==> src/bspc_pkg.sv <==
package bspc_pkg;

  // ---------------------------------------------------------------------
  // Widths and depths
  // ---------------------------------------------------------------------
  localparam int BSPC_DATA_W = 8;
  localparam int BSPC_CH_W = 8;
  localparam int BSPC_BUF_DEPTH = 2;

  // A decoded beat as it travels through the output buffer.
  localparam int BSPC_BEAT_W = BSPC_DATA_W + BSPC_CH_W + 2;
  localparam int BSPC_BEAT_EOP_BIT = 0;
  localparam int BSPC_BEAT_SOP_BIT = 1;
  localparam int BSPC_BEAT_CH_LSB = 2;
  localparam int BSPC_BEAT_DATA_LSB = BSPC_BEAT_CH_LSB + BSPC_CH_W;

  // ---------------------------------------------------------------------
  // Reserved byte codes, escape xor mask and zero byte
  // ---------------------------------------------------------------------
  localparam logic [7:0] BSPC_CODE_SOP = 8'h7A;
  localparam logic [7:0] BSPC_CODE_EOP = 8'h7B;
  localparam logic [7:0] BSPC_CODE_CHI = 8'h7C;
  localparam logic [7:0] BSPC_CODE_ESC = 8'h7D;
  localparam logic [7:0] BSPC_ESC_XOR = 8'h20;
  localparam logic [7:0] BSPC_ZERO_BYTE = 8'h00;

  // Encoder output steps for one input beat.
  typedef enum logic [2:0] {
    ES_START, ES_CHI, ES_CHE, ES_CHN, ES_SOP, ES_EOP, ES_ESC, ES_DAT
  } bspc_enc_step_t;

  function automatic logic bspc_is_special(input logic [7:0] b);
    return (b == BSPC_CODE_SOP) || (b == BSPC_CODE_EOP) ||
           (b == BSPC_CODE_CHI) || (b == BSPC_CODE_ESC);
  endfunction

endpackage

==> src/bspc_buf.sv <==
`timescale 1ns/1ps
module bspc_buf
  import bspc_pkg::*;
#(
  parameter int W = BSPC_BEAT_W,
  parameter int DEPTH = BSPC_BUF_DEPTH
) (
  input wire logic i_ref_clk,
  input wire logic i_rst_n,
  input wire logic i_clk_en,
  input wire logic i_in_valid,
  input wire logic [W-1:0] i_in_data,
  output logic o_in_ready,
  output logic o_out_valid,
  output logic [W-1:0] o_out_data,
  input wire logic i_out_ready
);

  localparam int AW = (DEPTH > 1) ? $clog2(DEPTH) : 1;
  localparam int CW = $clog2(DEPTH + 1);
  localparam logic [CW-1:0] FULL_CNT = CW'(DEPTH);
  localparam logic [AW-1:0] LAST_PTR = AW'(DEPTH - 1);

  logic [W-1:0] mem_r [DEPTH];
  logic [AW-1:0] wr_ptr_r;
  logic [AW-1:0] rd_ptr_r;
  logic [CW-1:0] cnt_r;
  logic empty;
  logic full;
  logic push;
  logic pop;

  function automatic logic [AW-1:0] ptr_inc(input logic [AW-1:0] p);
    return (p == LAST_PTR) ? '0 : p + AW'(1);
  endfunction

  // Both handshakes are gated by the clock enable so that no beat
  // moves while the block is frozen.
  assign empty = (cnt_r == '0);
  assign full = (cnt_r == FULL_CNT);
  assign o_in_ready = i_clk_en && !full;
  assign o_out_valid = i_clk_en && !empty;
  assign o_out_data = mem_r[rd_ptr_r];
  assign push = i_in_valid && o_in_ready;
  assign pop = o_out_valid && i_out_ready;

  always_ff @(posedge i_ref_clk or negedge i_rst_n) begin
    if (!i_rst_n) begin
      wr_ptr_r <= '0;
      rd_ptr_r <= '0;
      cnt_r <= '0;
      for (int i = 0; i < DEPTH; i++) begin
        mem_r[i] <= '0;
      end
    end else if (i_clk_en) begin
      if (push) begin
        mem_r[wr_ptr_r] <= i_in_data;
        wr_ptr_r <= ptr_inc(wr_ptr_r);
      end
      if (pop) begin
        rd_ptr_r <= ptr_inc(rd_ptr_r);
      end
      if (push && !pop) begin
        cnt_r <= cnt_r + CW'(1);
      end else if (pop && !push) begin
        cnt_r <= cnt_r - CW'(1);
      end
    end
  end
endmodule

==> src/bspc_dec.sv <==
`timescale 1ns/1ps
module bspc_dec
  import bspc_pkg::*;
(
  input wire logic i_ref_clk,
  input wire logic i_rst_n,
  input wire logic i_clk_en,
  input wire logic i_byte_valid,
  input wire logic [BSPC_DATA_W-1:0] i_byte,
  output logic o_byte_ready,
  output logic o_push,
  output logic [BSPC_BEAT_W-1:0] o_push_beat,
  input wire logic i_push_ready
);

  logic esc_r;
  logic sop_pend_r;
  logic eop_pend_r;
  logic chan_pend_r;
  logic [BSPC_CH_W-1:0] ch_r;
  logic in_fire;
  logic is_code;
  logic [BSPC_DATA_W-1:0] payload;
  logic take_ch;

  // Marker bytes are accepted only when the buffer could also take a
  // payload byte; this keeps the ready path free of data decoding.
  assign o_byte_ready = i_push_ready;
  assign in_fire = i_byte_valid && i_push_ready;
  assign is_code = !esc_r && bspc_is_special(i_byte);
  assign payload = esc_r ? (i_byte ^ BSPC_ESC_XOR) : i_byte;
  assign take_ch = in_fire && !is_code && chan_pend_r;
  assign o_push = in_fire && !is_code && !chan_pend_r;
  assign o_push_beat = {payload, ch_r, sop_pend_r, eop_pend_r};

  always_ff @(posedge i_ref_clk or negedge i_rst_n) begin
    if (!i_rst_n) begin
      esc_r <= 1'b0;
      sop_pend_r <= 1'b0;
      eop_pend_r <= 1'b0;
      chan_pend_r <= 1'b0;
      ch_r <= '0;
    end else if (i_clk_en && in_fire) begin
      esc_r <= is_code && (i_byte == BSPC_CODE_ESC);
      if (is_code && (i_byte == BSPC_CODE_SOP)) begin
        sop_pend_r <= 1'b1;
      end else if (o_push) begin
        sop_pend_r <= 1'b0;
      end
      if (is_code && (i_byte == BSPC_CODE_EOP)) begin
        eop_pend_r <= 1'b1;
      end else if (o_push) begin
        eop_pend_r <= 1'b0;
      end
      if (is_code && (i_byte == BSPC_CODE_CHI)) begin
        chan_pend_r <= 1'b1;
      end else if (take_ch) begin
        chan_pend_r <= 1'b0;
      end
      if (take_ch) begin
        ch_r <= payload;
      end
    end
  end
endmodule

==> src/bspc_codec.sv <==
`timescale 1ns/1ps
// Behaviour
// - Every stream beat carries one 8-bit symbol.
// - Channel numbers up to 255 are carried.
// - Packet flags exist only on packet sides.
// - Decoder priority: escape, start, end, channel.
// - Decoder drops 0x7d, xors next byte 0x20.
// - Decoder drops 0x7a, flags next payload start.
// - Decoder drops 0x7b, flags next payload end.
// - Single beat packet raises both flags together.
// - Decoder drops 0x7c, next plain byte sets channel.
// - Encoder packet start: 0x7c, channel, 0x7a.
// - Encoder puts 0x7b before the last byte.
// - Encoder marks mid-packet channel changes.
// - Encoder escapes reserved payload bytes with 0x7d.
module bspc_codec
  import bspc_pkg::*;
#(
  parameter int BUF_DEPTH = BSPC_BUF_DEPTH
) (
  input wire logic i_ref_clk,
  input wire logic i_rst_n,
  input wire logic i_clk_en,
  input wire logic i_enc_valid,
  output logic o_enc_ready,
  input wire logic [BSPC_DATA_W-1:0] i_enc_data,
  input wire logic [BSPC_CH_W-1:0] i_enc_channel,
  input wire logic i_enc_sop,
  input wire logic i_enc_eop,
  output logic o_enc_byte_valid,
  input wire logic i_enc_byte_ready,
  output logic [BSPC_DATA_W-1:0] o_enc_byte,
  input wire logic i_dec_byte_valid,
  output logic o_dec_byte_ready,
  input wire logic [BSPC_DATA_W-1:0] i_dec_byte,
  output logic o_dec_valid,
  input wire logic i_dec_ready,
  output logic [BSPC_DATA_W-1:0] o_dec_data,
  output logic [BSPC_CH_W-1:0] o_dec_channel,
  output logic o_dec_sop,
  output logic o_dec_eop
);

  // ---------------------------------------------------------------------
  // Encoder sequencing
  // ---------------------------------------------------------------------
  // One input beat is expanded into a short run of output bytes. The
  // current step is the registered step, except at the start of a beat,
  // where the first step is decoded straight from the input so that a
  // plain payload byte costs no extra cycle.

  function automatic bspc_enc_step_t tail_step(input logic sop,
                                               input logic eop,
                                               input logic data_esc);
    return sop ? ES_SOP : eop ? ES_EOP : data_esc ? ES_ESC : ES_DAT;
  endfunction

  function automatic bspc_enc_step_t step_after(input bspc_enc_step_t s,
                                                input logic need_ch,
                                                input logic chan_esc,
                                                input logic sop,
                                                input logic eop,
                                                input logic data_esc);
    bspc_enc_step_t n;
    n = ES_START;
    unique case (s)
      ES_START: begin
        n = need_ch ? ES_CHI : tail_step(sop, eop, data_esc);
      end
      ES_CHI: begin
        n = chan_esc ? ES_CHE : ES_CHN;
      end
      ES_CHE: begin
        n = ES_CHN;
      end
      ES_CHN: begin
        n = tail_step(sop, eop, data_esc);
      end
      ES_SOP: begin
        n = tail_step(1'b0, eop, data_esc);
      end
      ES_EOP: begin
        n = tail_step(1'b0, 1'b0, data_esc);
      end
      ES_ESC: begin
        n = ES_DAT;
      end
      ES_DAT: begin
        n = ES_START;
      end
    endcase
    return n;
  endfunction

  bspc_enc_step_t st_r;
  bspc_enc_step_t st_nxt;
  bspc_enc_step_t cur_step;
  logic [BSPC_CH_W-1:0] cur_ch_r;
  logic [BSPC_CH_W-1:0] cur_ch_nxt;
  logic in_pkt_r;
  logic in_pkt_nxt;
  logic need_ch;
  logic chan_esc;
  logic data_esc;
  logic [BSPC_DATA_W-1:0] enc_byte;
  logic enc_push;
  logic enc_accept;
  logic ebuf_in_ready;

  // A start always announces the channel; inside a packet only a change
  // of channel does.
  assign need_ch = i_enc_sop ||
                   (in_pkt_r && (i_enc_channel != cur_ch_r));
  assign chan_esc = bspc_is_special(i_enc_channel);
  assign data_esc = bspc_is_special(i_enc_data);

  assign cur_step = (st_r == ES_START) ?
                    step_after(ES_START, need_ch, chan_esc, i_enc_sop,
                               i_enc_eop, data_esc) :
                    st_r;

  // The byte side never carries flags: every marker becomes a byte.
  assign enc_byte =
    (cur_step == ES_CHI) ? BSPC_CODE_CHI :
    (cur_step == ES_CHE) ? BSPC_CODE_ESC :
    (cur_step == ES_CHN) ?
      (chan_esc ? (i_enc_channel ^ BSPC_ESC_XOR) : i_enc_channel) :
    (cur_step == ES_SOP) ? BSPC_CODE_SOP :
    (cur_step == ES_EOP) ? BSPC_CODE_EOP :
    (cur_step == ES_ESC) ? BSPC_CODE_ESC :
    (cur_step == ES_DAT) ?
      (data_esc ? (i_enc_data ^ BSPC_ESC_XOR) : i_enc_data) :
    BSPC_ZERO_BYTE;

  // The input is held until its payload byte itself goes out, so
  // inserted bytes never let a beat slip past or get reordered.
  assign enc_push = i_enc_valid && ebuf_in_ready;
  assign enc_accept = enc_push && (cur_step == ES_DAT);
  assign o_enc_ready = ebuf_in_ready && (cur_step == ES_DAT);

  assign st_nxt = enc_push ?
                  step_after(cur_step, need_ch, chan_esc, i_enc_sop,
                             i_enc_eop, data_esc) :
                  st_r;
  assign cur_ch_nxt = (enc_push && (cur_step == ES_CHN)) ?
                      i_enc_channel : cur_ch_r;
  assign in_pkt_nxt = enc_accept ? !i_enc_eop : in_pkt_r;

  always_ff @(posedge i_ref_clk or negedge i_rst_n) begin
    if (!i_rst_n) begin
      st_r <= ES_START;
      cur_ch_r <= '0;
      in_pkt_r <= 1'b0;
    end else if (i_clk_en) begin
      st_r <= st_nxt;
      cur_ch_r <= cur_ch_nxt;
      in_pkt_r <= in_pkt_nxt;
    end
  end

  // ---------------------------------------------------------------------
  // Buffers on both output paths
  // ---------------------------------------------------------------------
  // A stall downstream fills the buffer and then drops the ready that
  // steers the encoder and decoder, so nothing is lost.

  bspc_buf #(
    .W(BSPC_DATA_W),
    .DEPTH(BUF_DEPTH)
  ) u_enc_buf (
    .i_ref_clk(i_ref_clk),
    .i_rst_n(i_rst_n),
    .i_clk_en(i_clk_en),
    .i_in_valid(i_enc_valid),
    .i_in_data(enc_byte),
    .o_in_ready(ebuf_in_ready),
    .o_out_valid(o_enc_byte_valid),
    .o_out_data(o_enc_byte),
    .i_out_ready(i_enc_byte_ready)
  );

  logic dec_push;
  logic [BSPC_BEAT_W-1:0] dec_push_beat;
  logic dbuf_in_ready;
  logic [BSPC_BEAT_W-1:0] dbuf_out_beat;

  bspc_dec u_dec (
    .i_ref_clk(i_ref_clk),
    .i_rst_n(i_rst_n),
    .i_clk_en(i_clk_en),
    .i_byte_valid(i_dec_byte_valid),
    .i_byte(i_dec_byte),
    .o_byte_ready(o_dec_byte_ready),
    .o_push(dec_push),
    .o_push_beat(dec_push_beat),
    .i_push_ready(dbuf_in_ready)
  );

  bspc_buf #(
    .W(BSPC_BEAT_W),
    .DEPTH(BUF_DEPTH)
  ) u_dec_buf (
    .i_ref_clk(i_ref_clk),
    .i_rst_n(i_rst_n),
    .i_clk_en(i_clk_en),
    .i_in_valid(dec_push),
    .i_in_data(dec_push_beat),
    .o_in_ready(dbuf_in_ready),
    .o_out_valid(o_dec_valid),
    .o_out_data(dbuf_out_beat),
    .i_out_ready(i_dec_ready)
  );

  // Packet flags and channel appear only on this side of the decoder.
  assign o_dec_data = dbuf_out_beat[BSPC_BEAT_DATA_LSB +: BSPC_DATA_W];
  assign o_dec_channel = dbuf_out_beat[BSPC_BEAT_CH_LSB +: BSPC_CH_W];
  assign o_dec_sop = dbuf_out_beat[BSPC_BEAT_SOP_BIT];
  assign o_dec_eop = dbuf_out_beat[BSPC_BEAT_EOP_BIT];

  // ---------------------------------------------------------------------
  // Checks
  // ---------------------------------------------------------------------
  // Remembers the byte most recently handed to the output buffer.
  logic [BSPC_DATA_W-1:0] last_byte_r;

  always_ff @(posedge i_ref_clk or negedge i_rst_n) begin
    if (!i_rst_n) begin
      last_byte_r <= BSPC_ZERO_BYTE;
    end else if (i_clk_en && enc_push) begin
      last_byte_r <= enc_byte;
    end
  end
endmodule

==> config.mk <==
export PLATFORM = sky130hd
export DESIGN_NAME = bspc_codec
export DESIGN_NICKNAME = d
export VERILOG_FILES = /design/src/bspc_pkg.sv /design/src/bspc_buf.sv /design/src/bspc_dec.sv /design/src/bspc_codec.sv
export SDC_FILE = /design/constraint.sdc
export NUM_CORES = 1
export LEC_CHECK = 0
export ABC_AREA = 1
export BUFFER_PORTS_ARGS = -buffer_cell sky130_fd_sc_hd__buf_2
export CAP_MARGIN = 20
export CORE_ASPECT_RATIO = 0.9
export CORE_MARGIN = 3
export CORE_UTILIZATION = 55
export CTS_CLUSTER_DIAMETER = 40
export DETAILED_ROUTE_END_ITERATION = 6
export PLACE_DENSITY = 0.77
export SLEW_MARGIN = 20
export SYNTH_ARGS = -nofsm -noshare
export SYNTH_HDL_FRONTEND = slang
export SYNTH_HIERARCHICAL = 1
export SYNTH_SLANG_ARGS = --single-unit
==> constraint.sdc <==
create_clock -name i_ref_clk -period 3.5 [get_ports i_ref_clk]
set_input_delay 0.35 -clock i_ref_clk [delete_from_list [all_inputs] [get_ports i_ref_clk]]
set_output_delay 0.35 -clock i_ref_clk [all_outputs]
set_load 0.01 [all_outputs]
---- Word level (Yosys, flattened, before mapping) ----
Cells that the tools add are included.
storage, ports and cells
  register bits ........................... 84
  input bits .............................. 33
  output and inout bits ................... 30
  logic and storage cells ................. 174
operators by class
  $add $sub $neg .......................... 8
  magnitude comparators ................... 6
  equal/unequal tests ..................... 22
  multiplexer cells ....................... 42
  bitwise logic cells ..................... 7
  reductions and logical operators ........ 71
operators with widths
  operator                                                               count
  8-bit by 7-bit equality test with 1-bit output, second input constant  12
  8-bit 2-to-1 mux                                                       11
  18-bit 2-to-1 mux                                                      4
  36-bit bitwise mux                                                     1
  1-bit logical AND                                                      28
  3-bit case mux with 8 select lines                                     1
  2-bit AND reduction                                                    12
  18-bit demux with 1-bit select                                         1
  6-bit 2-to-1 mux                                                       3
  16-bit bitwise mux                                                     1
  3-bit equality test, second input constant                             4
  1-bit logical NOT                                                      12
  3-bit 2-to-1 mux                                                       4
  1-bit 2-to-1 mux                                                       11
  1-bit logical OR                                                       10
  2-bit nonzero test                                                     5
  8-bit demux with 1-bit select                                          1
  2-bit >= comparator, second input constant                             4
  2-bit 2-to-1 mux                                                       4
  8-bit inequality test                                                  1
  1-bit NOT with 2-bit output                                            4
  3-bit by 2-bit equality test with 1-bit output, second input constant  2
  3-bit logical NOT                                                      2
  1-bit adder, second input constant                                     4
  other kinds (7)                                                        14

---- Longest topological paths before layout ----
  depth after elaboration ................. 18
  depth in mapped cells ................... 18
  depth with buffers taken out ............ 17

---- Hierarchy ----
Netlist, hierarchy kept.
modules (own cells, without submodules)
  module                instances  cells an instance  area each (µm²)  sequential area each (µm²)
  bspc_buf (u_dec_buf)  1          246                1949.4           1001.0
  bspc_codec            1          158                1082.3           300.3
  bspc_buf (u_enc_buf)  1          125                991.0            500.5
  bspc_dec              1          86                 719.4            300.3

---- Least setup slack after synthesis ----
OpenSTA, ideal clock, no wires.
  path kind ............................... reg-to-reg
  from .................................... reg u_dec_buf.cnt_r[0]
  to ...................................... reg u_dec_buf.cnt_r[1]
  setup time .............................. 0.118 ns
  arrival ................................. 2.319 ns
  data required time ...................... 3.382 ns
  path slack .............................. 1.063 ns
  stages on the path, launching flop included .. 15
  path buffers ............................ 2
  clock period less this slack ............ 2.437 ns
  path through ............................ dfrtp_1 inv_2 a21oi_2 buf_2 nand2_1 nor2_1 a21boi_0 buf_2 nand2_1 inv_1 ha_1 nor2_1 nand3_1 nand2_1 nand2_1
between the ends
  cells in the longest elaborated chain, start to end .. 11
  elaborated cells on any way between the ends .. 21
  those cells by class .................... add/sub (2); eq/ne (1); mux (2); reduce/logical (16)
RTL lines
  element                            RTL line           RTL
  start: declaration                 bspc_buf.sv:27     logic [CW-1:0] cnt_r;
  start signal: assignment           bspc_buf.sv:64     cnt_r <= cnt_r + CW'(1);
  start signal: assignment           bspc_buf.sv:66     cnt_r <= cnt_r - CW'(1);
  2-bit equality test *              bspc_buf.sv:40     assign full = (cnt_r == FULL_CNT);
  1-bit logical NOT *                bspc_buf.sv:41     assign o_in_ready = i_clk_en && !full;
  1-bit logical AND *                bspc_buf.sv:41
  named net dbuf_in_ready            bspc_codec.sv:184  logic dbuf_in_ready;
  1-bit logical AND *                bspc_dec.sv:29     assign in_fire = i_byte_valid && i_push_ready;
  1-bit logical AND * (2 in series)  bspc_dec.sv:33     assign o_push = in_fire && !is_code && !chan_pend_r;
  named net dec_push                 bspc_codec.sv:182  logic dec_push;
  1-bit logical AND *                bspc_buf.sv:44     assign push = i_in_valid && o_in_ready;
  1-bit logical NOT                  bspc_buf.sv:65     end else if (pop && !push) begin
  1-bit logical AND                  bspc_buf.sv:65
  2-bit nonzero test (no line)       -
  2-bit AND reduction (no line)      -
The timed path passes the listed nets; every way through them passes the cells marked *. The select of a mux whose other input is x is not followed.
A chain may end at the register's enable or synchronous reset.

---- Worst setup path after layout ----
  from .................................... reg cur_ch_r[0]
  to ...................................... out o_enc_ready
between the ends
  cells in the longest elaborated chain, start to end .. 7
RTL lines
  element                   RTL line           RTL
  start: declaration        bspc_codec.sv:98   logic [BSPC_CH_W-1:0] cur_ch_r;
  start signal: assignment  bspc_codec.sv:156  cur_ch_r <= cur_ch_nxt;
  8-bit inequality test     bspc_codec.sv:113  (in_pkt_r && (i_enc_channel != cur_ch_r));
  1-bit logical AND         bspc_codec.sv:113
  1-bit logical OR          bspc_codec.sv:112  assign need_ch = i_enc_sop ||
  3-bit 2-to-1 mux          bspc_codec.sv:68   n = need_ch ? ES_CHI : tail_step(sop, eop, data_esc);
  3-bit 2-to-1 mux          bspc_codec.sv:117  assign cur_step = (st_r == ES_START) ?
  3-bit equality test       bspc_codec.sv:139  assign o_enc_ready = ebuf_in_ready && (cur_step == ES_DAT);
  1-bit logical AND         bspc_codec.sv:139
  end: declaration          bspc_codec.sv:25   output logic o_enc_ready,
Every way passes these cells.

==> run summary <==
DR pass1 iterations: 5
Tmin final: 2.40 ns
Synth top area share: 44.3%
DRC viols: 0
antenna cell count: 0
vias in the first global route: 3711
syn_area_per_cell: 7.71 sq um
Longest Clk Path Bufs: 2
Final nets: 692
share of power burned in combinational logic: 40.9%
Worst R2R End: u_dec_buf/mem_r[31]
biggest area consumer among synthesized cells: dfrtp_1
first-pass GRT wire length: 17.8 mm
Worst setup SP type: flop
R2R setup slack: 1.25 ns
synth top area cells: dfrtp_1 (44%), nand2_1 (21%), nand4_1 (7.8%)
Synth Warn #: 6
FMAX: 0.417 GHz
storage element area: 0.00210 sq mm
switching power: 1.68 mW
cts bufs inserted: 9
crit path max fanout: 7
crit path cell chain: inv_1 > nand2_1 > nand2_1 > nand2_1 > nor2_1 > nand2_1 > nand2_2 > nand3_2 > nand2_2 > nand2_4 > nand2_4 > inv_1 > nand2_1 > nor2_1 > buf_2
Row Count: 31
P per Cell Area: 738 mW/mm^2
Root Driver: clkbuf_8
Net Count, Synth: 650
Crit path top cell by count: nand2_1
post-route ant nets: 0
routed len/inst: 13.8 microns
initial antenna violation count: 0
Reg2Reg Depth: 9
Synth Flop Type: dfrtp_1
Vias: 4197
# setup viols final: 0
gr ovfl total: 0
Iter 0 DRT Violations: 280
Initial Utilization: 57.7%
Cell Area, Synth: 0.00474 sq mm
status: finished, final reports clean
Slowest cell on crit path: dfrtp_1
share of power burned in registers: 40.3%
RSZ-0062 raised after global routing: no
overall routing resource usage: 22.4%
largest net degree at the start of global routing: 85
count leader, synth: nand2_1
io pins: 63
Cell Int Power: 2.16 mW
Gates resized, CTS repair: 0
Yosys reg bits: 84
WP buf/inv: 3
power share of the clock group: 18.8%
post-layout util: 63.2%
Final Hold Fails: 0
post-CTS setup buffer count: 0
core area: 0.00822 sq mm
max-cap violation count: 0
switch share: 43.7%
Via density: 5.40
number of port buffers: 62
period utilisation layout: 68.5%
worst r2r src: u_dec_buf/cnt_r[0]
routability cong.: 0.942
VDD IR-drop max: 0.000376 V
Final Skew: 0.0116 ns
CTS Hold Bufs: 0
share of layout cells above drive strength 1: 20.4%
register area share after synthesis: 44.3%
EDFF count, synth: 0
Req. time, crit path: 3.15 ns
Die ar.: 0.00977 sq mm
fillcell total: 751
Post-synth top cells: nand2_1 (270), dfrtp_1 (84), nand4_1 (59)
TritonCTS clock tree: yes
cell class contributing the biggest share of worst-path delay: simple AND/OR/NAND/NOR gates
clock sinks: 84
hold crit path type: in -> async
leakage power: 2.89 nW
final slew viol count: 0
worst slew pin tran: 0.736 ns
total negative slack: 0 ns
Die H: 94.1 microns
Fin Hold WS: 0.0273 ns
ys async rst share: 100%
Clock H-tree levels: 3
Worst-path clk slew: 0.10 ns
Die W: 104 microns
Post-Syn Instances: 615
DRT Wirelength: 10.7 mm
Syn-to-layout area delta: 9.60%
worst path arrival time: 2.05 ns
Cell variety after synth: 39
Placed Instances: 761
WS Path Type: reg -> out
Clock Latency Late Sink: 0.36 ns
Slew headroom: 50.9%
Multi-input gate area: 0.00222 sq mm
Final HPWL DP: 7.66 mm
final std cells w/o fill: 777
max incr delay on CP: 0.41 ns
CP endpoint kind: primary output
layer usage:
layer  vias up  track usage, %  part of all wire, %
met5         -               0                    0
met4         0            4.54                 0.83
met3        10            4.95                  6.3
met2       133            34.3                   45
met1      1977            32.8                   48
li1       2077               -                    -
per-stage QoR:
stage | worst slack (ns) | total power, mW | cell area (sq um)
after global routing | 0.914 | 4.15 | 5200
final | 1.10 | 3.84 | 5200
after global placement | 1.20 | 3.07 | 4990
after CTS | 1.09 | 3.85 | 5190
after detailed placement | 1.10 | 3.12 | 4990
after floorplan | 1.06 | 2.69 | 4740
worst max-delay path by stage:
stage | endpoint | depth (start not counted) | from
floorplan | u_dec_buf/cnt_r[1] | 14 | u_dec_buf/cnt_r[0]
global placement | u_dec_buf/mem_r[20] | 10 | i_clk_en
detailed placement | u_dec_buf/mem_r[33] | 10 | i_clk_en
CTS | o_enc_ready | 15 | cur_ch_r[0]
global route | o_enc_ready | 13 | cur_ch_r[4]
finish | o_enc_ready | 15 | cur_ch_r[0]
power groups by stage:
stage	sequential, mW	clock, mW	combinational (mW)
4_1_cts	1.54	0.738	1.57
6_report	1.55	0.721	1.57
2_1_floorplan	1.46	0	1.23
3_5_place_dp	1.56	0	1.56
5_1_grt	1.59	0.783	1.77
3_3_place_gp	1.55	0	1.52
kinds of logic after synthesis:
family / synth area share [%]
fa+ha+maj: 0.528
xor+xnor: 1.48
flops: 44.3
simple gates: 39.2
compound gates: 5.65
buf+inv: 8.84
cells in the final DEF (no fill, tap or decap), drive strengths merged, types with 9 or more instances in the layout:
cell type  netlist  layout
nand3           24      24
nand2          291     291
o21ai           20      20
buf             32      65
inv             45      49
clkbuf           2       9
nor2            20      20
a21oi           11      11
dfrtp           84      84
nand4           62      62
registers in the layout (all words and copies together), names as in the netlist, 2 cells and up:
name / flops
u_dec/ch_r: 8
u_dec_buf/mem_r: 36
u_enc_buf/mem_r: 16
cur_ch_r: 8
st_r: 3
u_enc_buf/cnt_r: 2
u_dec_buf/cnt_r: 2
worst reg2reg max path, delay by kind of cell, from the launching register on:
family | cells | cell delay (ns)
buffers and inverters | 2 | 0.46
flip-flops | 1 | 0.39
AND/OR/NAND/NOR | 5 | 0.78
AO/OA/AOI/OAI | 2 | 0.52
area by class of cell:
cell class / count / share of cell area (%)
multi-input cells: 449 / 42.8
flip-flops and latches: 84 / 40.4
repair buffers: 65 / 6.52
inverters: 48 / 3.51
well taps: 115 / 2.77
clock buffers: 9 / 2.38
clock inverters: 7 / 1.56
Note: power is estimated with default switching activity, not from simulation.
